===== src/abu_pkg.sv =====
// Package for the accumulator bit and number conversion unit.
// Assumes a 32-bit classic Wishbone register bus and one clock.
package abu_pkg;

   localparam int ABU_DW = 32;
   localparam int ABU_AW = 4;

   // Register byte offsets.
   localparam logic [ABU_AW-1:0] ABU_OFS_ACC = 4'h0;
   localparam logic [ABU_AW-1:0] ABU_OFS_CNT = 4'h4;
   localparam logic [ABU_AW-1:0] ABU_OFS_CMD = 4'h8;
   localparam logic [ABU_AW-1:0] ABU_OFS_STAT = 4'hc;

   localparam logic [31:0] ABU_ACC_RST = 32'h0000_0000;
   localparam logic [5:0] ABU_CNT_RST = 6'h01;
   localparam int ABU_CNT_W = 6;
   localparam int ABU_ROT_W = 5;

   // Float layout and constants.
   localparam int ABU_EXP_LSB = 23;
   localparam int ABU_MAN_W = 23;
   localparam logic [7:0] ABU_FLT_BIAS = 8'h7f;
   localparam logic [7:0] ABU_EXP_MAX = 8'hff;
   localparam logic [7:0] ABU_INT_EXP_LIM = 8'h9e;
   localparam logic [31:0] ABU_RAD_SCALE = 32'h3c8e_fa35;

   // Decimal constants.
   localparam logic [31:0] ABU_TEN_POW8 = 32'h05f5_e100;
   localparam logic [3:0] ABU_DIGIT_MAX = 4'h9;
   localparam int ABU_DIGITS = 8;
   localparam int ABU_DAB_DIGITS = 10;
   localparam int ABU_DIV_STEPS = 7;
   localparam logic [31:0] ABU_BASE32 = 32'h0000_0020;

   typedef enum logic [3:0] {
      ABU_OP_NONE = 4'b0000,
      ABU_OP_ROTATE_LEFT = 4'b0001,
      ABU_OP_ROTATE_RIGHT = 4'b0010,
      ABU_OP_LOWEST_SET_BIT_INDEX = 4'b0011,
      ABU_OP_BIT_POSITION_EXPAND = 4'b0100,
      ABU_OP_DECIMAL_TO_BASE2 = 4'b0101,
      ABU_OP_BINARY_TO_DECIMAL = 4'b0110,
      ABU_OP_ONES_COMPLEMENT = 4'b0111,
      ABU_OP_DECIMAL_COMPLEMENT = 4'b1000,
      ABU_OP_INTEGER_TO_FLOAT = 4'b1001,
      ABU_OP_FLOAT_TO_INTEGER = 4'b1010,
      ABU_OP_DEGREE_TO_RADIAN = 4'b1011
   } abu_op_t;

   typedef struct packed {
      logic operand_overflow_flag;
      logic zero_result_flag;
      logic negative_result_flag;
      logic valid_float_flag;
      logic invalid_number_flag;
   } abu_flags_t;

   localparam int ABU_FLAGS_W = 5;
   localparam abu_flags_t ABU_FLAGS_RST = '0;

   // Which flags each operation reports; the others keep their value.
   function automatic abu_flags_t abu_flag_mask(input abu_op_t op);
      abu_flags_t m;
      m = '0;
      unique case (op)
         ABU_OP_LOWEST_SET_BIT_INDEX: m = 5'b11100;
         ABU_OP_DECIMAL_TO_BASE2: m = 5'b01101;
         ABU_OP_BINARY_TO_DECIMAL: m = 5'b11100;
         ABU_OP_INTEGER_TO_FLOAT: m = 5'b01100;
         ABU_OP_FLOAT_TO_INTEGER: m = 5'b01111;
         ABU_OP_DEGREE_TO_RADIAN: m = 5'b11111;
         default: m = '0;
      endcase
      return m;
   endfunction

endpackage


===== src/abu_unit.sv =====
// Accumulator bit and number conversion unit with a Wishbone slave.
// Assumes a classic Wishbone master on the same 125 MHz clock.
`timescale 1ns/1ps
module abu_unit
   import abu_pkg::*;
(
   input wire logic ref_clk_in,
   input wire logic rst_b_in,
   input wire logic wb_cyc_in,
   input wire logic wb_stb_in,
   input wire logic wb_we_in,
   input wire logic [ABU_AW-1:0] wb_adr_in,
   input wire logic [3:0] wb_sel_in,
   input wire logic [ABU_DW-1:0] wb_dat_in,
   output logic [ABU_DW-1:0] wb_dat_out,
   output logic wb_ack_out,
   output logic [ABU_DW-1:0] acc_out,
   output abu_flags_t flags_out
);

   function automatic logic [31:0] bcd_to_base2(input logic [31:0] v);
      logic [31:0] s;
      s = '0;
      for (int i = ABU_DIGITS - 1; i >= 0; i--) begin
         s = (s << 3) + (s << 1) + {28'h0, v[i*4 +: 4]};
      end
      return s;
   endfunction

   function automatic logic [39:0] base2_to_bcd(input logic [31:0] v);
      logic [39:0] d;
      d = '0;
      for (int i = ABU_DW - 1; i >= 0; i--) begin
         for (int j = 0; j < ABU_DAB_DIGITS; j++) begin
            if (d[j*4 +: 4] > 4'h4) begin
               d[j*4 +: 4] = d[j*4 +: 4] + 4'h3;
            end
         end
         d = {d[38:0], v[i]};
      end
      return d;
   endfunction

   function automatic logic [4:0] lowest_one(input logic [31:0] v);
      logic [4:0] p;
      p = '0;
      for (int i = ABU_DW - 1; i >= 0; i--) begin
         if (v[i]) begin
            p = 5'(i);
         end
      end
      return p;
   endfunction

   function automatic logic [4:0] highest_one(input logic [31:0] v);
      logic [4:0] p;
      p = '0;
      for (int i = 0; i < ABU_DW; i++) begin
         if (v[i]) begin
            p = 5'(i);
         end
      end
      return p;
   endfunction

   // Register state.
   logic [31:0] acc_q;
   logic [31:0] acc_d;
   logic [ABU_CNT_W-1:0] cnt_q;
   abu_op_t last_op_q;
   abu_flags_t flags_q;
   abu_flags_t flags_d;
   logic ack_q;
   logic [31:0] rdat_q;

   // Bus decode.
   wire req_go = wb_cyc_in & wb_stb_in & ~ack_q;
   wire wr_go = req_go & wb_we_in;
   wire hit_acc = wb_adr_in == ABU_OFS_ACC;
   wire hit_cnt = wb_adr_in == ABU_OFS_CNT;
   wire hit_cmd = wb_adr_in == ABU_OFS_CMD;
   wire hit_stat = wb_adr_in == ABU_OFS_STAT;
   wire wr_acc = wr_go & hit_acc;
   wire wr_cnt = wr_go & hit_cnt & wb_sel_in[0];
   wire op_go = wr_go & hit_cmd & wb_sel_in[0];
   abu_op_t op;
   assign op = abu_op_t'(wb_dat_in[3:0]);

   logic [31:0] acc_wr;
   genvar g;
   generate
      for (g = 0; g < 4; g++) begin : g_lane
         assign acc_wr[g*8 +: 8] = wb_sel_in[g] ? wb_dat_in[g*8 +: 8]
                                                : acc_q[g*8 +: 8];
      end
   endgenerate

   wire [31:0] rd_mux =
      hit_acc ? acc_q :
      hit_cnt ? {26'h0, cnt_q} :
      hit_cmd ? {28'h0, last_op_q} :
      hit_stat ? {27'h0, flags_q} : 32'h0;

   // Rotates; a count of 32 wraps to zero and leaves the word as it was.
   wire [ABU_ROT_W-1:0] rot_n = cnt_q[ABU_ROT_W-1:0];
   wire [63:0] rot_l_w = {acc_q, acc_q} << rot_n;
   wire [63:0] rot_r_w = {acc_q, acc_q} >> rot_n;
   wire [31:0] rotate_left_op_res = rot_l_w[63:32];
   wire [31:0] rotate_right_op_res = rot_r_w[31:0];

   // Lowest set bit index.
   wire [31:0] lowest_set_bit_index_op_res = {27'h0, lowest_one(acc_q)};
   wire lowest_set_bit_index_op_multi = (acc_q & (acc_q - 32'h1)) != 32'h0;

   // Position expansion after repeated division by 32.
   logic [31:0] bit_position_expand_op_val;
   always_comb begin
      bit_position_expand_op_val = acc_q;
      for (int i = 0; i < ABU_DIV_STEPS; i++) begin
         if (bit_position_expand_op_val >= ABU_BASE32) begin
            bit_position_expand_op_val = bit_position_expand_op_val >> ABU_ROT_W;
         end
      end
   end
   wire [31:0] bit_position_expand_op_res = 32'h1 << bit_position_expand_op_val[ABU_ROT_W-1:0];

   // Decimal conversions.
   logic bcd_bad;
   always_comb begin
      bcd_bad = 1'b0;
      for (int i = 0; i < ABU_DIGITS; i++) begin
         if (acc_q[i*4 +: 4] > ABU_DIGIT_MAX) begin
            bcd_bad = 1'b1;
         end
      end
   end
   wire [31:0] acc_as_bin = bcd_to_base2(acc_q);
   wire [39:0] acc_as_bcd = base2_to_bcd(acc_q);
   wire bcd_wide = acc_as_bcd[39:32] != 8'h0;
   wire [31:0] cpl_bin = (acc_as_bin == 32'h0) ? 32'h0 :
                         ABU_TEN_POW8 - acc_as_bin;
   wire [39:0] cpl_bcd = base2_to_bcd(cpl_bin);

   // Float fields of the accumulator.
   wire f_sign = acc_q[31];
   wire [7:0] f_exp = acc_q[30:ABU_EXP_LSB];
   wire [23:0] f_man = {1'b1, acc_q[ABU_MAN_W-1:0]};
   wire f_valid = f_exp != ABU_EXP_MAX;

   // Integer to float, truncating bits below the mantissa.
   wire [4:0] msb_pos = highest_one(acc_q);
   wire [31:0] integer_to_float_op_norm = acc_q << (5'd31 - msb_pos);
   wire [7:0] integer_to_float_op_exp = {3'h0, msb_pos} + ABU_FLT_BIAS;
   wire [31:0] integer_to_float_op_res = (acc_q == 32'h0) ? 32'h0 :
                          {1'b0, integer_to_float_op_exp, integer_to_float_op_norm[30:8]};

   // Float to integer, truncating toward zero.
   wire [7:0] unb = f_exp - ABU_FLT_BIAS;
   wire [4:0] unb5 = unb[4:0];
   wire [31:0] man32 = {8'h0, f_man};
   wire [31:0] float_to_integer_op_mag = (unb5 >= 5'd23) ? man32 << (unb5 - 5'd23) :
                          man32 >> (5'd23 - unb5);
   wire float_to_integer_op_bad = ~f_valid | (f_exp > ABU_INT_EXP_LIM);
   wire [31:0] float_to_integer_op_res = (f_exp < ABU_FLT_BIAS) ? 32'h0 :
                          f_sign ? 32'h0 - float_to_integer_op_mag : float_to_integer_op_mag;

   // Degree to radian: multiply by pi/180, sign carried through.
   wire [7:0] k_exp = ABU_RAD_SCALE[30:ABU_EXP_LSB];
   wire [23:0] k_man = {1'b1, ABU_RAD_SCALE[ABU_MAN_W-1:0]};
   wire [47:0] prod = {24'h0, f_man} * {24'h0, k_man};
   wire signed [9:0] r_exp = $signed({2'b00, f_exp}) +
                             $signed({2'b00, k_exp}) -
                             $signed({2'b00, ABU_FLT_BIAS}) +
                             $signed({9'h0, prod[47]});
   wire [22:0] r_man = prod[47] ? prod[46:24] : prod[45:23];
   wire r_under = (f_exp == 8'h0) | (r_exp <= 10'sd0);
   wire r_over = r_exp >= $signed({2'b00, ABU_EXP_MAX});
   wire [31:0] degree_to_radian_op_res =
      r_under ? 32'h0 :
      r_over ? {f_sign, ABU_EXP_MAX, 23'h0} :
      {f_sign, r_exp[7:0], r_man};

   // Result and flag selection.
   logic [31:0] op_res;
   abu_flags_t op_flg;
   always_comb begin
      op_res = acc_q;
      op_flg = '0;
      unique case (op)
         ABU_OP_ROTATE_LEFT: op_res = rotate_left_op_res;
         ABU_OP_ROTATE_RIGHT: op_res = rotate_right_op_res;
         ABU_OP_LOWEST_SET_BIT_INDEX: begin
            op_res = lowest_set_bit_index_op_res;
            op_flg.operand_overflow_flag = lowest_set_bit_index_op_multi;
         end
         ABU_OP_BIT_POSITION_EXPAND: op_res = bit_position_expand_op_res;
         ABU_OP_DECIMAL_TO_BASE2: begin
            op_res = bcd_bad ? acc_q : acc_as_bin;
            op_flg.invalid_number_flag = bcd_bad;
         end
         ABU_OP_BINARY_TO_DECIMAL: begin
            op_res = acc_as_bcd[31:0];
            op_flg.operand_overflow_flag = bcd_wide;
         end
         ABU_OP_ONES_COMPLEMENT: op_res = ~acc_q;
         ABU_OP_DECIMAL_COMPLEMENT: begin
            op_res = bcd_bad ? acc_q : cpl_bcd[31:0];
         end
         ABU_OP_INTEGER_TO_FLOAT: op_res = integer_to_float_op_res;
         ABU_OP_FLOAT_TO_INTEGER: begin
            op_res = float_to_integer_op_bad ? acc_q : float_to_integer_op_res;
            op_flg.valid_float_flag = f_valid;
            op_flg.invalid_number_flag = float_to_integer_op_bad;
         end
         ABU_OP_DEGREE_TO_RADIAN: begin
            op_res = f_valid ? degree_to_radian_op_res : acc_q;
            op_flg.operand_overflow_flag = f_valid & r_over;
            op_flg.valid_float_flag = f_valid;
            op_flg.invalid_number_flag = ~f_valid;
         end
         default: op_res = acc_q;
      endcase
      op_flg.zero_result_flag = op_res == 32'h0;
      op_flg.negative_result_flag = op_res[31];
   end

   abu_flags_t op_mask;
   assign op_mask = abu_flag_mask(op);

   // Only the flags an operation reports are rewritten.
   assign flags_d = op_go ? ((flags_q & ~op_mask) | (op_flg & op_mask))
                          : flags_q;
   assign acc_d = op_go ? op_res :
                  wr_acc ? acc_wr : acc_q;

   always_ff @(posedge ref_clk_in or negedge rst_b_in) begin
      if (!rst_b_in) begin
         acc_q <= ABU_ACC_RST;
         flags_q <= ABU_FLAGS_RST;
      end else begin
         acc_q <= acc_d;
         flags_q <= flags_d;
      end
   end

   always_ff @(posedge ref_clk_in or negedge rst_b_in) begin
      if (!rst_b_in) begin
         cnt_q <= ABU_CNT_RST;
         last_op_q <= ABU_OP_NONE;
      end else begin
         if (wr_cnt) begin
            cnt_q <= wb_dat_in[ABU_CNT_W-1:0];
         end
         if (op_go) begin
            last_op_q <= op;
         end
      end
   end

   always_ff @(posedge ref_clk_in or negedge rst_b_in) begin
      if (!rst_b_in) begin
         ack_q <= 1'b0;
         rdat_q <= 32'h0;
      end else begin
         ack_q <= req_go;
         rdat_q <= (req_go & ~wb_we_in) ? rd_mux : 32'h0;
      end
   end

   assign wb_ack_out = ack_q;
   assign wb_dat_out = rdat_q;
   assign acc_out = acc_q;
   assign flags_out = flags_q;

endmodule


===== config.mk =====
export PLATFORM = sky130hd
export DESIGN_NAME = abu_unit
export DESIGN_NICKNAME = d
export VERILOG_FILES = /design/src/abu_pkg.sv /design/src/abu_unit.sv
export SDC_FILE = /design/constraint.sdc
export NUM_CORES = 2
export LEC_CHECK = 0
export ABC_AREA = 1
export BUFFER_PORTS_ARGS = -buffer_cell sky130_fd_sc_hd__buf_2
export CAP_MARGIN = 20
export CORE_MARGIN = 2
export CORE_UTILIZATION = 35
export CTS_BUF_LIST = sky130_fd_sc_hd__clkbuf_8
export DETAILED_ROUTE_END_ITERATION = 7
export PLACE_DENSITY = 0.6
export SYNTH_ARGS = -nofsm -noshare
export SYNTH_HDL_FRONTEND = slang
export SYNTH_SLANG_ARGS = --single-unit

===== constraint.sdc =====
create_clock -name ref_clk_in -period 51.4 [get_ports ref_clk_in]
set_clock_uncertainty 0.2 [all_clocks]
set_input_delay 5.14 -clock ref_clk_in [delete_from_list [all_inputs] [get_ports ref_clk_in]]
set_output_delay 5.14 -clock ref_clk_in [all_outputs]
set_load 0.1 [all_outputs]

==> results.yml <==
clock_tree:
  cts_root_buffer: "clkbuf_8"
  clockBufferDepth: 2
  clk_pin_slew_worst_paths_ns: 0.10
  cts_hold_buffers: 0
  cts_setup_buffers: 0
  cts.repair.resized: 0
  cts_tree: "built"
  cts_sinks: 80
  worstSkewPairLatency_ns: 0.40
  numCtsBuffers: 9
  cts_htree_levels: 3
floorplan:
  die_y_um: 448
  die_area_um2: 201000
  io_pins: 115
  initial_core_util: 0.351
  dieWidth_um: 448
  coreArea_um2: 197000
  rows: 163
final_layout:
  drive_gt1_frac: 0.116
  synthToLayoutAreaGrowth_pct: 5.26
  utilization: 0.370
  fin_cells: 14258
  fillers: 21930
  nets: 12807
yosys:
  yosys.cell_types.count: 94
  async_flop_share: 1.00
  syn_area_um2: 69100
  syn_nets: 12817
  ys.flop_type: "dfrtp_1"
  yosysWarnings: 0
  ys_seq_elements: 80
  synth_most_common_cell: "nand2_1"
  syn_inst: 11614
  yosysTopAreaCell: "nand2_1"
  synth_top_cells_by_count: "3168 x nand2_1, 2075 x inv_1, 898 x ha_1"
  synth_edf_count: 0
  synth_area_leaders: "nand2_1 17%, ha_1 16%, inv_1 11%, fa_1 7.5%, nand3_1 5.7%"
  yosys.area.top_type_share: 0.172
  syn_avg_cell_area_um2: 5.95
  ys_seq_area_frac: 0.0290
outcome:
  outcome: "finished clean"
worst_hold_path:
  hold_class: "reg2reg"
  hp-start: "wb_ack_out$_DFF_PN0_"
sta:
  hold_ws_ns: 0.265
  maxSlewHeadroom: 0.177
  setup_violations: 0
  rsz0062_at_grt: "no"
  tightest_slew_ns: 1.20
  drv_slew: 0
  fmax_ghz: 0.0297
  finalCritPeriodShare: 0.654
  hold_violations: 0
  fin_crit_ns: 33.64
  finalSetupTns_ns: 0
critical_path:
  slowest_stage: "fa_1"
  crit_type: "reg2reg"
  startpoint: "acc_out[27]$_DFFE_PN0P_"
  end_kind: "flip-flop"
  r2r_start: "acc_out[27]$_DFFE_PN0P_"
  required_ns: 51.53
  cp-start-kind: "flip-flop"
  crit_path_frequent_cell: "nand2_1"
  cp.arrival_ns: 33.76
  crit_path_max_incr_delay_ns: 0.55
  cp_max_fo: 16
  rrSetupSlack_ns: 17.76
global_routing:
  antenna_found_initial: 16
  grt_pass1_wl_um: 360000
  grt-ovfl-total: 0
  grt_max_degree: 101
  grt_pass1_vias: 64578
  grt_usage: 0.227
drt:
  dr.pass1.iters: 7
  drc_errors: 0
  via_count: 71488
  drt_iter0_drc: 6258
  wl_per_cell_um: 16.4
  drt-total-wl_um: 233000
  vias_per_cell: 5.01
  postRouteAntennaNets: 0
place:
  dp.cells: 14231
  io_buffers: 114
  post-dp-hpwl_um: 192000
  globalplace.congestion: 1.09
flow_run:
  cap_violations: 0
-- stage by stage --
step                setup slack, ns  cell area (µm²)
floorplan                     20.53            69100
global placement              18.23            72400
detailed placement            17.94            72500
CTS                           17.82            72700
global route                  14.14            72700
finish                        17.76            72700
-- registers in the layout (all words and copies together), names as in the netlist, named ones only --
| signal | flops |
|---|---|
| wb_ack_out | 1 |
| cnt_q | 6 |
| acc_out | 32 |
| wb_dat_out | 32 |
| last_op_q | 4 |
-- layout by cell type, fill, tap and decap left out, types with 32 or more instances in the layout --
master / count
inv_1: 2074
a31oi_1: 49
nand2_4: 85
nand2_1: 3168
nand3_1: 787
nor2_1: 623
xnor2_1: 82
o21ai_1: 117
o21ai_2: 101
o21bai_1: 35
inv_2: 135
buf_2: 113
nand3b_1: 47
dfrtp_1: 74
o22ai_1: 45
buf_4: 122
or2_2: 32
xor2_1: 292
nand3_2: 69
xor2_2: 50
fa_1: 260
nand4_1: 140
o21ai_0: 676
a21oi_1: 487
nand2_2: 473
nor3_1: 73
ha_1: 898
o211ai_1: 50
-- cell families after synthesis --
kind of cell	after synthesis	synth area share
simple gates	5645	0.372
flops	80	0.0290
fa+ha+maj	1158	0.238
compound gates	1786	0.154
xor+xnor	430	0.0609
buf+inv	2492	0.143
mux	23	0.00335
-- worst max-delay path, delay by kind of cell (launching register included) --
kind,cells,cell delay (ns)
xor+xnor,11,2.70
fa+ha+maj,43,10.69
flops,1,0.34
buf+inv,49,3.61
compound gates,16,2.38
simple gates,135,13.57
-- final timing paths --
| kind | end | cells after the start |
|---|---|---|
| max | flip-flop | 254 |
| min | wb_ack_out$_DFF_PN0_ | 1 |
| max reg2reg | flip-flop | 254 |
| min reg2reg | wb_ack_out$_DFF_PN0_ | 1 |
| max in group asynchronous | cnt_q[2]$_DFFE_PN0P_ | 2 |
| min in group asynchronous | wb_dat_out[15]$_DFF_PN0_ | 1 |
-- layout make-up --
class | count | area [µm²] | area share
antenna | 9 | 22.5 | 0.000310
sequential | 80 | 2010 | 0.0277
tap | 2640 | 3300 | 0.0454
clock buffer | 9 | 124 | 0.00170
inverter | 2233 | 8410 | 0.116
multi-input combinational | 9042 | 57200 | 0.787
clock inverter | 7 | 111 | 0.00153
timing repair buffer | 238 | 1510 | 0.0207
-- layer usage --
| layer | up-vias | GRT usage | share of wire |
|---|---|---|---|
| met2 | 2315 | 0.345 | 0.41 |
| met3 | 554 | 0.0471 | 0.094 |
| met1 | 31900 | 0.308 | 0.44 |
| met4 | 16 | 0.0981 | 0.053 |
| li1 | 36703 | - | - |
| met5 | - | 0.00120 | 0.00059 |
Power is not shown: default switching activity piles up to over one toggle a cycle in this logic, so the estimate is an artifact.
